===== src/nco_pkg.sv =====
// constants and helpers for the numeric oscillator
package nco_pkg;
   // ----------------------------------------
   // widths
   // ----------------------------------------
   localparam int ACC_W = 20;
   localparam int NUM_SRC = 11;
   localparam int ADR_W = 6;
   // ----------------------------------------
   // register byte addresses
   // ----------------------------------------
   localparam logic [5:0] OFS_CTRL = 6'h00;
   localparam logic [5:0] OFS_CLK = 6'h04;
   localparam logic [5:0] OFS_ACC_LOW = 6'h08;
   localparam logic [5:0] OFS_ACC_HIGH = 6'h0c;
   localparam logic [5:0] OFS_ACC_UPPER = 6'h10;
   localparam logic [5:0] OFS_INC_LOW = 6'h14;
   localparam logic [5:0] OFS_INC_HIGH = 6'h18;
   localparam logic [5:0] OFS_INC_UPPER = 6'h1c;
   localparam logic [5:0] OFS_IRQ = 6'h20;
   // ----------------------------------------
   // field positions
   // ----------------------------------------
   localparam int CTRL_EN_BIT = 7;
   localparam int CTRL_OUT_BIT = 5;
   localparam int CTRL_POL_BIT = 4;
   localparam int CTRL_PFM_BIT = 0;
   localparam int CLK_PWS_LSB = 5;
   localparam int CLK_CKS_LSB = 0;
   localparam int IRQ_FLAG_BIT = 0;
   localparam int IRQ_IE_BIT = 1;
   localparam int IRQ_PERIPHERAL_IRQ_ENABLE_BIT = 2;
   localparam int IRQ_GIE_BIT = 3;
   localparam int IRQ_PIN_BIT = 4;
   // ----------------------------------------
   // reset values
   // ----------------------------------------
   localparam logic [7:0] RST_BYTE = 8'h00;
   localparam logic [19:0] RST_WORD = 20'h00000;
   // ----------------------------------------
   // input clock codes
   // ----------------------------------------
   localparam logic [3:0] CKS_FAST_OSC = 4'h0;
   localparam logic [3:0] CKS_SYS = 4'h1;
   localparam logic [3:0] CKS_MED_500K = 4'h3;
   localparam logic [3:0] CKS_MED_32K = 4'h4;
   localparam logic [3:0] CKS_REF_CLK = 4'h6;
   localparam logic [3:0] CKS_FIRST_RSVD = 4'hb;
   // ----------------------------------------
   // timing
   // ----------------------------------------
   localparam logic [1:0] INC_LOAD_EDGES = 2'h2;

   // active time in input clock periods
   function automatic logic [7:0] nco_pulse_len(input logic [2:0] pws);
      nco_pulse_len = 8'h01 << pws;
   endfunction : nco_pulse_len

   // one byte of a 20-bit word
   function automatic logic [7:0] nco_byte(input logic [19:0] w, input logic [1:0] idx);
      logic [23:0] ext;
      ext = {4'h0, w};
      nco_byte = ext[idx*8 +: 8];
   endfunction : nco_byte
endpackage : nco_pkg


===== src/nco_core_if.sv =====
// link between register file and oscillator core
`timescale 1ns/1ps
`default_nettype none
interface nco_core_if;
   import nco_pkg::*;
   logic tick;
   logic enable;
   logic pfm;
   logic [2:0] pws;
   logic [19:0] incr_sw;
   logic incr_low_wr;
   logic incr_any_wr;
   logic [2:0] acc_wr_en;
   logic [7:0] wr_data;
   logic [19:0] acc;
   logic ovf;
   logic out_raw;

   modport core (
      input tick, enable, pfm, pws, incr_sw, incr_low_wr, incr_any_wr, acc_wr_en, wr_data,
      output acc, ovf, out_raw
   );
   modport ctrl (
      output tick, enable, pfm, pws, incr_sw, incr_low_wr, incr_any_wr, acc_wr_en, wr_data,
      input acc, ovf, out_raw
   );
endinterface : nco_core_if
`default_nettype wire


===== src/nco_clk_sel.sv =====
// input clock source synchroniser and edge selector
`timescale 1ns/1ps
`default_nettype none
module nco_clk_sel
   import nco_pkg::*;
#(
   parameter int N = NUM_SRC
) (
   input wire logic clk_sys,
   input wire logic resetn,
   input wire logic ce,
   input wire logic [N-1:0] src,
   input wire logic [3:0] sel,
   output logic tick
);
   if (N < 1 || N > 16) begin : g_bad_n
      $error("nco_clk_sel: N out of range");
   end

   logic [N-1:0] sync1;
   logic [N-1:0] sync2;
   logic [N-1:0] prev;
   logic [N-1:0] rise;

   // ----------------------------------------
   // two-stage sync, then edge detect
   // ----------------------------------------
   always_ff @(posedge clk_sys or negedge resetn) begin
      if (!resetn) begin
         sync1 <= '0;
         sync2 <= '0;
         prev <= '0;
      end else if (ce) begin
         sync1 <= src;
         sync2 <= sync1;
         prev <= sync2;
      end
   end

   assign rise = sync2 & ~prev;

   // system clock gives a tick every cycle; reserved codes never tick
   always_comb begin
      tick = 1'b0;
      if (sel == CKS_SYS) begin
         tick = 1'b1;
      end else if (sel < CKS_FIRST_RSVD && 32'(sel) < N) begin
         tick = rise[sel];
      end
   end
endmodule : nco_clk_sel
`default_nettype wire


===== src/nco_core.sv =====
// accumulator, increment buffer and output shaping
`timescale 1ns/1ps
`default_nettype none
module nco_core
   import nco_pkg::*;
(
   input wire logic clk_sys,
   input wire logic resetn,
   input wire logic ce,
   nco_core_if.core cb
);
   logic [19:0] incr_buf;
   logic [1:0] load_cnt;
   logic [20:0] sum;
   logic carry;
   logic [7:0] width_cnt;
   logic step;

   assign step = ce && cb.enable && cb.tick && (cb.acc_wr_en == 3'h0);
   assign sum = {1'b0, cb.acc} + {1'b0, incr_buf};
   assign carry = sum[ACC_W];

   // ----------------------------------------
   // increment buffer
   // ----------------------------------------
   always_ff @(posedge clk_sys or negedge resetn) begin
      if (!resetn) begin
         incr_buf <= RST_WORD;
         load_cnt <= 2'h0;
      end else if (ce) begin
         if (!cb.enable) begin
            load_cnt <= 2'h0;
            if (cb.incr_any_wr) begin
               incr_buf <= cb.incr_sw;
            end
         end else if (cb.incr_low_wr) begin
            load_cnt <= INC_LOAD_EDGES;
         end else if (cb.tick && load_cnt != 2'h0) begin
            load_cnt <= load_cnt - 2'h1;
            if (load_cnt == 2'h1) begin
               incr_buf <= cb.incr_sw;
            end
         end
      end
   end

   // ----------------------------------------
   // accumulator
   // ----------------------------------------
   always_ff @(posedge clk_sys or negedge resetn) begin
      if (!resetn) begin
         cb.acc <= RST_WORD;
         cb.ovf <= 1'b0;
      end else if (ce) begin
         cb.ovf <= step && carry;
         if (cb.acc_wr_en != 3'h0) begin
            if (cb.acc_wr_en[0]) cb.acc[7:0] <= cb.wr_data;
            if (cb.acc_wr_en[1]) cb.acc[15:8] <= cb.wr_data;
            if (cb.acc_wr_en[2]) cb.acc[19:16] <= cb.wr_data[3:0];
         end else if (step) begin
            cb.acc <= sum[ACC_W-1:0];
         end
      end
   end

   // ----------------------------------------
   // output shaping
   // ----------------------------------------
   always_ff @(posedge clk_sys or negedge resetn) begin
      if (!resetn) begin
         cb.out_raw <= 1'b0;
         width_cnt <= 8'h00;
      end else if (ce) begin
         if (!cb.enable) begin
            cb.out_raw <= 1'b0;
            width_cnt <= 8'h00;
         end else if (step) begin
            if (!cb.pfm) begin
               width_cnt <= 8'h00;
               if (carry) cb.out_raw <= ~cb.out_raw;
            end else if (carry) begin
               cb.out_raw <= 1'b1;
               width_cnt <= nco_pulse_len(cb.pws);
            end else if (width_cnt != 8'h00) begin
               width_cnt <= width_cnt - 8'h01;
               if (width_cnt == 8'h01) cb.out_raw <= 1'b0;
            end else begin
               cb.out_raw <= 1'b0;
            end
         end
      end
   end
endmodule : nco_core
`default_nettype wire


===== src/nco_top.sv =====
// numeric oscillator with wishbone register file
//
// The Wishbone register port and the address map were decided locally.
`timescale 1ns/1ps
`default_nettype none
// Behaviour
// 20-bit accumulator readable and writable as low, high, upper bytes.
// each selected input clock edge adds buffered increment into accumulator.
// adder carry is the raw overflow pulse.
// 20-bit increment held in low, high, upper byte registers.
// enabled: low increment write loads buffer on second following input edge.
// software writes upper and high before low when running.
// disabled: any increment write loads the buffer at once.
// buffer is hidden; increment reads return software values.
// fixed-duty mode toggles output on every overflow.
// control bit 0 selects pulse mode when set, toggle mode when clear.
// pulse mode goes active on overflow edge, inactive after pulse width.
// 3-bit width field gives two to the field input periods.
// width longer than overflow interval keeps output active.
// control bit 4 inverts the output as last stage.
// polarity change with interrupt enabled raises the interrupt flag.
// final output goes to peripherals and optionally a pin.
// overflow sets flag; request needs module, irq, peripheral, global enables.
// software clears the flag; hardware never does.
// reset clears all oscillator registers to zero.
// runs from selected input clock independent of system clock; code synchronises it to clk_sys and steps only on clk_sys edges.
// enabled with fast oscillator selected keeps that oscillator running.
// control bit 7 enables the module.
// control bit 5 reads the current module output.
// 4-bit clock select field chooses input; 1011 to 1111 reserved.
// disabled: accumulator holds, no overflow, output inactive.
module nco_top
   import nco_pkg::*;
(
   input wire logic clk_sys,
   input wire logic resetn,
   input wire logic ce,
   input wire logic wb_cyc_i,
   input wire logic wb_stb_i,
   input wire logic wb_we_i,
   input wire logic [ADR_W-1:0] wb_adr_i,
   input wire logic [3:0] wb_sel_i,
   input wire logic [31:0] wb_dat_i,
   output logic [31:0] wb_dat_o,
   output logic wb_ack_o,
   input wire logic [NUM_SRC-1:0] clk_src,
   output logic final_output,
   output logic pin_out,
   output logic pin_oe,
   output logic irq_request,
   output logic fast_osc_keep
);
   // ----------------------------------------
   // registers
   // ----------------------------------------
   logic module_enable;
   logic output_invert;
   logic pulse_mode_select;
   logic [2:0] pulse_width_select;
   logic [3:0] input_clock_select;
   logic [19:0] incr;
   logic overflow_irq_flag;
   logic overflow_irq_enable;
   logic peripheral_irq_enable;
   logic global_irq_enable;
   logic pin_drive;
   logic incr_low_wr;
   logic incr_any_wr;
   logic [2:0] acc_wr_en;
   logic [7:0] wr_byte;
   logic prev_invert;
   logic pol_event;
   logic do_write;
   logic [7:0] next_rd;
   logic tick;

   nco_core_if cif ();

   assign do_write = wb_ack_o && wb_cyc_i && wb_stb_i && wb_we_i && wb_sel_i[0];
   assign wr_byte = wb_dat_i[7:0];

   // ----------------------------------------
   // input clock selection
   // ----------------------------------------
   nco_clk_sel #(.N(NUM_SRC)) u_clk_sel (
      .clk_sys(clk_sys),
      .resetn(resetn),
      .ce(ce),
      .src(clk_src),
      .sel(input_clock_select),
      .tick(tick)
   );

   // ----------------------------------------
   // core hookup
   // ----------------------------------------
   assign cif.tick = tick;
   assign cif.enable = module_enable;
   assign cif.pfm = pulse_mode_select;
   assign cif.pws = pulse_width_select;
   assign cif.incr_sw = incr;
   assign cif.incr_low_wr = incr_low_wr;
   assign cif.incr_any_wr = incr_any_wr;
   assign cif.acc_wr_en = acc_wr_en;
   assign cif.wr_data = wr_byte;

   nco_core u_core (
      .clk_sys(clk_sys),
      .resetn(resetn),
      .ce(ce),
      .cb(cif.core)
   );

   // ----------------------------------------
   // wishbone handshake
   // ----------------------------------------
   always_ff @(posedge clk_sys or negedge resetn) begin
      if (!resetn) begin
         wb_ack_o <= 1'b0;
      end else if (ce) begin
         wb_ack_o <= wb_cyc_i && wb_stb_i && !wb_ack_o;
      end
   end

   // ----------------------------------------
   // control and clock select writes
   // ----------------------------------------
   always_ff @(posedge clk_sys or negedge resetn) begin
      if (!resetn) begin
         module_enable <= 1'b0;
         output_invert <= 1'b0;
         pulse_mode_select <= 1'b0;
         pulse_width_select <= 3'h0;
         input_clock_select <= 4'h0;
      end else if (ce && do_write) begin
         if (wb_adr_i == OFS_CTRL) begin
            module_enable <= wr_byte[CTRL_EN_BIT];
            output_invert <= wr_byte[CTRL_POL_BIT];
            pulse_mode_select <= wr_byte[CTRL_PFM_BIT];
         end
         if (wb_adr_i == OFS_CLK) begin
            pulse_width_select <= wr_byte[CLK_PWS_LSB +: 3];
            input_clock_select <= wr_byte[CLK_CKS_LSB +: 4];
         end
      end
   end

   // ----------------------------------------
   // increment and accumulator writes
   // ----------------------------------------
   always_ff @(posedge clk_sys or negedge resetn) begin
      if (!resetn) begin
         incr <= RST_WORD;
         incr_low_wr <= 1'b0;
         incr_any_wr <= 1'b0;
         acc_wr_en <= 3'h0;
      end else if (ce) begin
         incr_low_wr <= do_write && wb_adr_i == OFS_INC_LOW;
         incr_any_wr <= do_write && (wb_adr_i == OFS_INC_LOW || wb_adr_i == OFS_INC_HIGH
            || wb_adr_i == OFS_INC_UPPER);
         acc_wr_en[0] <= do_write && wb_adr_i == OFS_ACC_LOW;
         acc_wr_en[1] <= do_write && wb_adr_i == OFS_ACC_HIGH;
         acc_wr_en[2] <= do_write && wb_adr_i == OFS_ACC_UPPER;
         if (do_write) begin
            case (wb_adr_i)
               OFS_INC_LOW: begin
                  incr[7:0] <= wr_byte;
               end
               OFS_INC_HIGH: begin
                  incr[15:8] <= wr_byte;
               end
               OFS_INC_UPPER: begin
                  incr[19:16] <= wr_byte[3:0];
               end
               default: begin
               end
            endcase
         end
      end
   end

   // ----------------------------------------
   // interrupt flag and enables
   // ----------------------------------------
   assign pol_event = overflow_irq_enable && (prev_invert != output_invert);

   always_ff @(posedge clk_sys or negedge resetn) begin
      if (!resetn) begin
         overflow_irq_flag <= 1'b0;
         overflow_irq_enable <= 1'b0;
         peripheral_irq_enable <= 1'b0;
         global_irq_enable <= 1'b0;
         pin_drive <= 1'b0;
         prev_invert <= 1'b0;
      end else if (ce) begin
         prev_invert <= output_invert;
         if (do_write && wb_adr_i == OFS_IRQ) begin
            overflow_irq_enable <= wr_byte[IRQ_IE_BIT];
            peripheral_irq_enable <= wr_byte[IRQ_PERIPHERAL_IRQ_ENABLE_BIT];
            global_irq_enable <= wr_byte[IRQ_GIE_BIT];
            pin_drive <= wr_byte[IRQ_PIN_BIT];
         end
         if (cif.ovf || pol_event) begin
            overflow_irq_flag <= 1'b1;
         end else if (do_write && wb_adr_i == OFS_IRQ && !wr_byte[IRQ_FLAG_BIT]) begin
            overflow_irq_flag <= 1'b0;
         end
      end
   end

   // ----------------------------------------
   // output stage
   // ----------------------------------------
   always_ff @(posedge clk_sys or negedge resetn) begin
      if (!resetn) begin
         final_output <= 1'b0;
         pin_out <= 1'b0;
         pin_oe <= 1'b0;
         irq_request <= 1'b0;
         fast_osc_keep <= 1'b0;
      end else if (ce) begin
         final_output <= cif.out_raw ^ output_invert;
         pin_out <= cif.out_raw ^ output_invert;
         pin_oe <= pin_drive;
         irq_request <= overflow_irq_flag && module_enable && overflow_irq_enable
            && peripheral_irq_enable && global_irq_enable;
         fast_osc_keep <= module_enable && input_clock_select == CKS_FAST_OSC;
      end
   end

   // ----------------------------------------
   // read path
   // ----------------------------------------
   always_comb begin
      next_rd = 8'h00;
      case (wb_adr_i)
         OFS_CTRL: begin
            next_rd[CTRL_EN_BIT] = module_enable;
            next_rd[CTRL_OUT_BIT] = final_output;
            next_rd[CTRL_POL_BIT] = output_invert;
            next_rd[CTRL_PFM_BIT] = pulse_mode_select;
         end
         OFS_CLK: begin
            next_rd[CLK_PWS_LSB +: 3] = pulse_width_select;
            next_rd[CLK_CKS_LSB +: 4] = input_clock_select;
         end
         OFS_ACC_LOW: begin
            next_rd = nco_byte(cif.acc, 2'h0);
         end
         OFS_ACC_HIGH: begin
            next_rd = nco_byte(cif.acc, 2'h1);
         end
         OFS_ACC_UPPER: begin
            next_rd = nco_byte(cif.acc, 2'h2);
         end
         OFS_INC_LOW: begin
            next_rd = nco_byte(incr, 2'h0);
         end
         OFS_INC_HIGH: begin
            next_rd = nco_byte(incr, 2'h1);
         end
         OFS_INC_UPPER: begin
            next_rd = nco_byte(incr, 2'h2);
         end
         OFS_IRQ: begin
            next_rd[IRQ_FLAG_BIT] = overflow_irq_flag;
            next_rd[IRQ_IE_BIT] = overflow_irq_enable;
            next_rd[IRQ_PERIPHERAL_IRQ_ENABLE_BIT] = peripheral_irq_enable;
            next_rd[IRQ_GIE_BIT] = global_irq_enable;
            next_rd[IRQ_PIN_BIT] = pin_drive;
         end
         default: begin
            next_rd = 8'h00;
         end
      endcase
   end

   always_ff @(posedge clk_sys or negedge resetn) begin
      if (!resetn) begin
         wb_dat_o <= 32'h00000000;
      end else if (ce && wb_cyc_i && wb_stb_i && !wb_ack_o) begin
         wb_dat_o <= {24'h000000, next_rd};
      end
   end
endmodule : nco_top
`default_nettype wire

===== config.mk =====
export PLATFORM = sky130hd
export DESIGN_NAME = nco_top
export DESIGN_NICKNAME = d
export VERILOG_FILES = /design/src/nco_pkg.sv /design/src/nco_core_if.sv /design/src/nco_clk_sel.sv /design/src/nco_core.sv /design/src/nco_top.sv
export SDC_FILE = /design/constraint.sdc
export NUM_CORES = 1
export LEC_CHECK = 0
export BUFFER_PORTS_ARGS = -buffer_cell sky130_fd_sc_hd__buf_2
export CORE_ASPECT_RATIO = 1.25
export CORE_MARGIN = 2
export CORE_UTILIZATION = 45
export DETAILED_ROUTE_END_ITERATION = 6
export SYNTH_ARGS = -nofsm -noshare
export SYNTH_HDL_FRONTEND = slang
export SYNTH_HIERARCHICAL = 1
export SYNTH_SLANG_ARGS = --single-unit

===== constraint.sdc =====
create_clock -name clk_sys -period 3.8 [get_ports clk_sys]
set_clock_uncertainty 0.15 [all_clocks]
set_input_delay 0.38 -clock clk_sys [delete_from_list [all_inputs] [get_ports clk_sys]]
set_output_delay 0.38 -clock clk_sys [all_outputs]
set_load 0.01 [all_outputs]

# Yosys cells after proc, flatten, opt, wreduce, memory -nomap -nowiden
# Cells that the tools add are included.
# word_totals
regBits,139
# op_classes
bitwise,4
reduce_logical,57
n_eq_ne,23
order_cmp,3
shift,1
n_mux,37
n_addsub,3
# ops
operator,count
two-way mux 20 bit,7
two-way mux 8 bit,7
logical AND 1 bit,29
"equality test 6 x 5 -> 1 bit, second input constant",4
one-hot mux 3 bit (8 select lines),1
adder 20 x 20 -> 21 bit,1
AND reduction 3 bit,7
one-hot mux 1 bit (6 select lines),3
"equality test 6 x 4 -> 1 bit, second input constant",2
two-way mux 1 bit,12
AND 11 bit,1
inverter 11 bit,1
AND reduction 2 bit,5
one-hot mux 1 bit (9 select lines),1
"equality test 8 x 1 -> 1 bit, second input constant",1
"< comparator 4 bit, second input constant",2
"!= test 2 bit, second input constant",4
nonzero test 2 bit,4
nonzero test 8 bit,1
"left shift 1 x 3 -> 8 bit, first input constant",1
"subtractor 8 x 1 -> 8 bit, second input constant",1
"equality test 6 x 3 -> 1 bit, second input constant",1
"equality test 6 bit, second input constant",1
zero test 6 bit,1
22 further kinds,30

# Logic depth before layout (Yosys ltp)
# Gate-level depths: netlist of the first run.
# logic_depth
word_depth,10
mapped_depth,13
ltp_nobuf,11

# Modules after synthesis
# Netlist of the first run, hierarchy kept.
# modules_own_cells
mod,area_per_inst_um2,cells_each,n_inst,seq_area_each_um2
nco_core,3409.5,369,1,1301.2
nco_top,2919.0,246,1,1351.3
nco_clk_sel,1236.2,85,1,750.7

# Worst setup path after synthesis of the first run
# No wires, ideal clock.
# synth_path
path_type,register -> register
startpoint,register input_clock_select[0]
endpoint,register u_core.incr_buf[3]
setup_ps,125
synth_period_minus_slack_ps,2770
n_path_buf,2
stages_incl_launch_ff,10
arrival_ps,2495
path_slack_ps,1030
required_ps,3525
cell_sequence,dfrtp_1 > clkbuf_2 > nor4bb_1 > a2111oi_0 > o31ai_1 > nor3b_1 > nand3_1 > a21boi_1 > buf_1 > mux2_2
# synth_between
elab_chain_len,7
elab_cells_between_ends,11
cone_classes,order compare (2); eq/ne (2); mux (4); reduce/logical (3)
# synth_rtl
item,line,text
"start, declared",nco_top.sv:60,logic [3:0] input_clock_select;
"start signal, assigned",nco_top.sv:143,input_clock_select <= wr_byte[CLK_CKS_LSB +: 4];
binary-select mux 1 bit (select 4 bit) or < comparator 4 bit (tied branches),"nco_clk_sel.sv:48, nco_clk_sel.sv:47",
two-way mux 1 bit (not written as such) or logical AND 1 bit (tied branches),"nco_clk_sel.sv:48, nco_clk_sel.sv:47",
two-way mux 1 bit,nco_clk_sel.sv:47,end else if (sel < CKS_FIRST_RSVD && 32'(sel) < N) begin
two-way mux 1 bit *,nco_clk_sel.sv:45,if (sel == CKS_SYS) begin
named net cif.tick,nco_core_if.sv:6,logic tick;
logical AND 1 bit *,nco_core.sv:38,end else if (cb.tick && load_cnt != 2'h0) begin
!= test 2 x 1 -> 1 bit (no source line) *,-,
AND reduction 5 bit (no source line) *,-,
"end signal, assigned",nco_core.sv:34,incr_buf <= cb.incr_sw;
"end signal, assigned",nco_core.sv:41,incr_buf <= cb.incr_sw;
"end, declared",nco_core.sv:12,logic [19:0] incr_buf;
# The timed path passes the listed nets; every way through them passes the cells marked *. The select of a mux whose other input is x is not followed.
# A chain may end at the register's enable or synchronous reset.

# Worst setup path in the final report of the first run
# layout_path
startpoint,register input_clock_select[1]
endpoint,register u_core.width_cnt[7]
# layout_between
elab_chain_len,8
elab_cells_between_ends,12
cone_classes,order compare (2); eq/ne (2); mux (4); reduce/logical (4)
# layout_rtl
item,line,text
binary-select mux 1 bit (select 4 bit) or < comparator 4 bit (tied branches),"nco_clk_sel.sv:48, nco_clk_sel.sv:47",
two-way mux 1 bit (not written as such) or logical AND 1 bit (tied branches),"nco_clk_sel.sv:48, nco_clk_sel.sv:47",
two-way mux 1 bit,nco_clk_sel.sv:47,
two-way mux 1 bit *,nco_clk_sel.sv:45,
named net cif.tick,nco_core_if.sv:6,
logical AND 1 bit * (2 in a row),nco_core.sv:19,assign step = ce && cb.enable && cb.tick && (cb.acc_wr_en == 3'h0);
!= test 2 x 1 -> 1 bit (no source line) *,-,
AND reduction 3 bit (no source line) *,-,
"end signal, assigned",nco_core.sv:83,width_cnt <= nco_pulse_len(cb.pws);
"end signal, assigned",nco_core.sv:85,width_cnt <= width_cnt - 8'h01;
"end, declared",nco_core.sv:16,logic [7:0] width_cnt;
# Marks and branches as above.

==> impl_metrics.tcl, run 1 <==
set metrics [dict create \
    multiInputGateArea_um2 3862 \
    cts_max_level 4 \
    final_antenna_net_count 0 \
    grt_antenna_before_repair 1 \
    post-route-period-util 0.8727 \
    routed_wl_mm 18.60 \
    power.leakage_nw 3.969 \
    fillCellCount 1528 \
    root_buffer "clkbuf_16" \
    ys_seq_area_frac 0.4499 \
    wl_per_cell_um 19.08 \
    routed-via-count 5621 \
    routabilityCongestion 0.9185 \
    worst-endpoint-arrival_ns 3.51 \
    io_buffers 44 \
    p_total_mw 3.413 \
    cts_inserted_buffers 17 \
    synth_ff_type "dfrtp_1" \
    grt_pass1_vias 5658 \
    netlist-cell-type-count 81 \
    path_max_fanout 11 \
    drv_cap 0 \
    syn_avg_cell_area_um2 10.81 \
    post-dp-hpwl_mm 13.61 \
    core.rowCount 53 \
    grtUsageMet2 0.3801 \
    grt_busiest_layer "met2" \
    crit_type "reg2reg" \
    comb_power_share 0.073 \
    grt_pass1_wl_mm 30.16 \
    synth_compound_area_frac 0.1581 \
    setup_violations 0 \
    drtPass1Iterations 5 \
    start_util 0.4545 \
    antenna_cells 0 \
    yosys.area_share.simple 0.1189 \
    grt_use_met1 0.2648 \
    max-vdd-ir-drop_uv 282.8 \
    synth-async-reset-ratio 1.000 \
    use_met3 0.04740 \
    rsz0062_at_grt "false" \
    synth_top_family_by_area "compound AO/OA/AOI/OAI gates" \
    switchingPower_uw 864.3 \
    placed_cell_area_um2 7914 \
    clock.fmax_mhz 301.5 \
    seqCellArea_um2 3403 \
    hp-class "in2reg" \
    cts_sinks 136 \
    finalHoldViolations 0 \
    die-height_um 149.0 \
    ios 97 \
    coreArea_um2 16640 \
    powerDensity_nw_per_um2 401.3 \
    drc_errors 0 \
    syn-cell-area_um2 7565 \
    relSlewSlack 0.3873 \
    grt_max_degree 98 \
    grt-ovfl-total 0 \
    end_kind "register" \
    synthCells 700 \
    synthMuxAreaShare 0.1550 \
    grt_use_total 0.2207 \
    die_w_um 120.0 \
    synth_xor_area_frac 0.02084 \
    design_area_um2 8504 \
    insertion_delay_ns 0.43 \
    area_growth_pct 12.42 \
    synthAdderAreaFrac 0.04400 \
    intPower_mw 2.548 \
    layout-drive-gt1-share 0.2477 \
    vias_per_cell 5.765 \
    synth-seq-cells 136 \
    worst_pin_slew_ns 0.9191 \
    synth_enable_flop_cells 0 \
    cts_max_path_buffers 2 \
    drt_iter0_drc 382 \
    cp.required_ns 4.00 \
    slew_violations 0 \
    final_nets 827 \
    dieArea_um2 17870 \
    outcome "completed" \
    period_needed_ns 3.316 \
    p_sw_frac 0.2533 \
    path_clk_slew_ns 0.06 \
    crit_path_start_kind "register" \
    yosys_warnings 6 \
    tns_ns 0 \
    power_frac_seq 0.455 \
    cts_tree "done" \
    power.share.clock 0.471 \
    fin_util 0.5109 \
]
[cells in the mapped netlist (5+ instances only)]
| library cell | number | share of area |
|---|---|---|
| buf_2 | 12 | 0.0079 |
| dfrtp_1 | 136 | 0.45 |
| nand2b_1 | 5 | 0.0041 |
| nor4_1 | 5 | 0.0041 |
| a22oi_1 | 5 | 0.0050 |
| nor2_1 | 25 | 0.012 |
| mux2_1 | 11 | 0.016 |
| nor2b_1 | 5 | 0.0041 |
| nor3_1 | 12 | 0.0079 |
| a21oi_1 | 37 | 0.024 |
| a211oi_1 | 5 | 0.0050 |
| xor2_1 | 8 | 0.0093 |
| o21ai_0 | 30 | 0.020 |
| a32oi_1 | 5 | 0.0058 |
| mux2_2 | 77 | 0.11 |
| buf_4 | 27 | 0.027 |
| nand2_1 | 47 | 0.023 |
| clkbuf_1 | 11 | 0.0055 |
| o21a_1 | 7 | 0.0069 |
| ha_1 | 25 | 0.041 |
| a21o_1 | 12 | 0.012 |
| nand4_1 | 5 | 0.0041 |
| a31oi_1 | 11 | 0.0091 |
| nand3_1 | 15 | 0.0099 |
| o21ai_1 | 29 | 0.019 |
| inv_1 | 19 | 0.0094 |
| mux2i_1 | 11 | 0.015 |
| xnor2_1 | 10 | 0.012 |
| nor3b_1 | 5 | 0.0050 |
[what timing repair did]
action	CTS	global route
setup endpoints to repair	0	2
setup buffers	0	0
hold buffers	1	0
resized for setup	0	1
endpoints found under the hold margin	96	0
[metrics by stage]
| step | setup WS [ns] | cells | hold WS [ns] |
|---|---|---|---|
| 6_report | 0.4837 | 975 | 0.02806 |
| 5_1_grt | 0.1984 | 975 | 0.02077 |
| 4_1_cts | 0.2720 | 975 | 0.01330 |
| 3_5_place_dp | 0.3017 | 942 | 0.3261 |
| 3_3_place_gp | 0.4308 | 942 | 0.3173 |
| 2_1_floorplan | 1.030 | 723 | -0.06559 |
[sequential cells by signal (all words and copies together) (netlist names), 2 cells and up]
name,cells
cif.incr_sw,20
u_core/cb.acc,20
u_core/incr_buf,20
u_clk_sel/prev,10
u_clk_sel/sync1,10
u_clk_sel/sync2,10
u_core/width_cnt,8
wb_dat_o,8
input_clock_select,4
acc_wr_en,3
cif.pws,3
u_core/load_cnt,2
[worst max-delay path: stages, from the launching register on]
cell       delay [ns]
dfrtp_1          0.54
nor4bb_1         0.32
a2111oi_0        0.14
o31ai_2          0.44
nand2_1          0.16
a21boi_2         0.26
nand3_1          0.31
or3_1            0.58
nor2b_1          0.17
o21ai_1          0.07
o21ai_1          0.09
[logic make-up (layout without fill, tap and decap cells)]
group,Yosys count,after routing
DFF,136,136
muxes,102,102
and+or+nand+nor,160,160
AOI/OAI and AO/OA,184,184
buffers and inverters,73,105
other,1,24
xor gates and xnor gates,18,18
adders and majority gates,26,26
[power by group through the flow]
stage	registers [mW]	clock network [mW]	logic (mW)
floorplan	1.57	0	0.162
global placement	1.58	0	0.244
detailed placement	1.58	0	0.251
CTS	1.55	1.63	0.253
global route	1.56	1.71	0.279
finish	1.55	1.61	0.250
[metal layers]
metal	share of wire	routed length, um
met1	0.41	7641
met2	0.52	9597
met3	0.043	808
met4	0.029	541
met5	0.00070	13
[placed cells by master, fill, tap and decap left out, types with 6 or more instances in the layout]
master | netlist | routed
inv_1 | 19 | 19
buf_4 | 27 | 8
xnor2_1 | 10 | 10
inv_6 | 0 | 6
nor3_1 | 12 | 12
a21o_1 | 12 | 12
mux2_2 | 77 | 77
clkbuf_16 | 0 | 17
o21a_1 | 7 | 7
nand3_1 | 15 | 15
nor2_1 | 25 | 25
mux2i_1 | 11 | 11
dfrtp_1 | 136 | 136
buf_2 | 12 | 43
conb_1 | 1 | 24
ha_1 | 25 | 25
mux2_1 | 11 | 11
nand2_1 | 47 | 47
o21ai_0 | 30 | 30
xor2_1 | 8 | 8
a31oi_1 | 11 | 11
a21oi_1 | 37 | 37
o21ai_1 | 29 | 29
[path summary, 6_finish.rpt]
| kind | from | slack (ns) | depth (start not counted) | end |
|---|---|---|---|---|
| setup / recovery | input_clock_select[1]$_DFFE_PN0P_ | 0.48 | 10 | u_core/width_cnt[7]$_DFFE_PN0P_ |
| hold / removal | clk_src[3] | 0.03 | 2 | u_clk_sel/sync1[3]$_DFFE_PN0P_ |
| setup reg to reg | input_clock_select[1]$_DFFE_PN0P_ | 0.48 | 10 | u_core/width_cnt[7]$_DFFE_PN0P_ |
| hold reg to reg | wb_dat_o[6]$_DFFE_PN0P_ | 0.33 | 1 | wb_dat_o[6]$_DFFE_PN0P_ |
| max in group asynchronous | resetn | 2.34 | 3 | cif.incr_sw[8]$_DFFE_PN0P_ |
| min in group asynchronous | resetn | 0.44 | 2 | cif.incr_sw[4]$_DFFE_PN0P_ |
[area by class of cell]
class	instances	share of cell area
clock buffer	18	0.05164
clock inverter	14	0.01604
inverter	19	0.008386
multi-input combinational	514	0.4542
sequential	136	0.4002
tap	220	0.03237
timing repair buffer	54	0.03722
Note: power is estimated with default switching activity, not from simulation.
==> inputs of run 2 (changes only) <==
--- a/config.mk
+++ b/config.mk
@@ -5,7 +5,7 @@
 export SDC_FILE = /design/constraint.sdc
 export NUM_CORES = 1
 export LEC_CHECK = 0
-export BUFFER_PORTS_ARGS = -buffer_cell sky130_fd_sc_hd__buf_2
+export BUFFER_PORTS_ARGS = -buffer_cell sky130_fd_sc_hd__buf_4
 export CORE_ASPECT_RATIO = 1.25
 export CORE_MARGIN = 2
 export CORE_UTILIZATION = 45
==> impl_metrics.tcl, run 2 (synthesis gave the netlist of run 1 again) <==
set metrics [dict create \
    coreArea_um2 16640 \
    tns_ns 0 \
    worst-path-buf-inv 0 \
    vias_per_cell 5.713 \
    powerDensity_nw_per_um2 419.6 \
    crit_type "reg2reg" \
    ios 97 \
    r2r-start "input_clock_select[1]$_DFFE_PN0P_" \
    cts_tree "done" \
    post-route-period-util 0.8850 \
    final_cell_mix "136 x dfrtp_1, 77 x mux2_2, 50 x buf_4" \
    final_nets 826 \
    worstReg2RegEnd "u_core/width_cnt[7]$_DFFE_PN0P_" \
    period_needed_ns 3.363 \
    final_antenna_net_count 0 \
    cts.repair.resized 0 \
    max-vdd-ir-drop_uv 308.7 \
    outcome "completed" \
    worst_slack_ns 0.4370 \
    critPathSlowestCell "or3_1" \
    cp.required_ns 4.00 \
    insertion_delay_ns 0.43 \
    cts_inserted_buffers 17 \
    worst-r2r-setup-slack_ns 0.44 \
    grt-ovfl-total 0 \
    antenna_cells 0 \
    power.share.clock 0.500 \
    finalHoldViolations 0 \
    setup_violations 0 \
    switchingPower_uw 841.7 \
    comb_power_share 0.073 \
    drc_errors 0 \
    reg2reg_depth 10 \
    postCtsSetupRepairBufs 0 \
    min_from "clk_src[2]" \
    grt_pass1_wl_mm 29.93 \
    power_frac_seq 0.427 \
    grt_use_total 0.2198 \
    holdPathStages 2 \
    area_growth_pct 14.62 \
    grt_pass1_vias 5510 \
    cts_max_path_buffers 2 \
    drv_cap 0 \
    grt_max_degree 77 \
    placed_cells 941 \
    cp_top_family "simple AND/OR/NAND/NOR gates" \
    post-dp-hpwl_mm 13.60 \
    routabilityCongestion 0.8991 \
    io_buffers 44 \
    layout_commonest_cell "dfrtp_1" \
    core.rowCount 53 \
    root_buffer "clkbuf_16" \
    rsz0062_at_grt "false" \
    worst_pin_slew_ns 0.7673 \
    power.leakage_nw 4.017 \
    die_w_um 120.0 \
    worst-endpoint-arrival_ns 3.56 \
    end_kind "register" \
    pre_cts_slack_ns 0.4552 \
    cts_max_level 4 \
    hp-class "in2reg" \
    routed_wl_mm 18.82 \
    dieArea_um2 17870 \
    cts_hold_buf 1 \
    holdPathEnd "u_clk_sel/sync1[2]$_DFFE_PN0P_" \
    slowest_delay_ns 0.59 \
    drt_iter0_drc 438 \
    grt_antenna_before_repair 0 \
    die-height_um 149.0 \
    critPathMostFrequentCell "o21ai_1" \
    start_util 0.4545 \
    layout-drive-gt1-share 0.2444 \
    drtPass1Iterations 4 \
    fin_util 0.5209 \
    relSlewSlack 0.4830 \
    path_max_fanout 11 \
    routed-via-count 5559 \
    path_clk_slew_ns 0.06 \
    cts_sinks 136 \
    intPower_mw 2.797 \
    crit_path_start_kind "register" \
    wl_per_cell_um 19.35 \
    clock.fmax_mhz 297.4 \
    p_sw_frac 0.2313 \
    fin_cells 973 \
    slew_violations 0 \
    path_cells "nor4bb_1, a2111oi_0, o31ai_1, nand2_1, a21boi_2, nand3_1, or3_1, nor2b_1, o21ai_1, o21ai_1" \
]
## run 2: cell count changes in the layout (fill, tap and decap cells not counted)
cell        previous run  this run
o31ai_2                2         1
o31ai_1                1         2
clkbuf_8               1         0
clkinv_2               2         1
buf_2                 43         0
buf_4                  8        50
inv_6                  6         3
inv_8                  1         0
bufinv_16              1         5
clkinvlp_4             2         3
## run 2: layer usage
layer,global-route usage,vias up,share of wire
met4,0.08706,0,0.023
li1,-,2624,-
met3,0.03823,30,0.035
met1,0.2759,2787,0.43
met5,0,-,0
met2,0.3764,118,0.51
## run 2: worst max path at each step
stage / startpoint / endpoint / slack [ns] / cells after the start
global route: input_clock_select[0]$_DFFE_PN0P_ / u_core/width_cnt[7]$_DFFE_PN0P_ / 0.15 / 10
finish: input_clock_select[1]$_DFFE_PN0P_ / u_core/width_cnt[7]$_DFFE_PN0P_ / 0.44 / 10
detailed placement: input_clock_select[1]$_DFFE_PN0P_ / u_core/width_cnt[7]$_DFFE_PN0P_ / 0.46 / 10
floorplan: input_clock_select[0]$_DFFE_PN0P_ / u_core/incr_buf[3]$_DFFE_PN0P_ / 1.03 / 9
CTS: input_clock_select[0]$_DFFE_PN0P_ / u_core/width_cnt[7]$_DFFE_PN0P_ / 0.44 / 10
global placement: input_clock_select[1]$_DFFE_PN0P_ / u_core/width_cnt[4]$_DFFE_PN0P_ / 0.51 / 10
## run 2: final cells by class
class | instances | area (um^2)
clock buffer | 17 | 425.4
clock inverter | 14 | 221.5
fill | 1534 | 7974
inverter | 19 | 71.32
multi-input combinational | 514 | 3857
sequential | 136 | 3403
tap | 220 | 275.3
timing repair buffer | 53 | 416.7
## run 2: power groups by stage
stage,sequential (mW),clock (mW),combinational [mW]
after floorplan,1.57,0,0.162
after global placement,1.58,0,0.261
after detailed placement,1.58,0,0.267
after CTS,1.55,1.85,0.269
after global routing,1.56,1.92,0.292
final,1.55,1.82,0.265
## run 2: metrics by stage
| stage | area [um^2] | hold slack (ns) | power [mW] |
|---|---|---|---|
| 2_1_floorplan | 7651 | -0.06559 | 1.735 |
| 3_3_place_gp | 8014 | 0.2484 | 1.839 |
| 3_5_place_dp | 8014 | 0.2583 | 1.848 |
| 4_1_cts | 8671 | 0.01586 | 3.677 |
| 5_1_grt | 8671 | 0.02124 | 3.778 |
| 6_report | 8671 | 0.03027 | 3.638 |
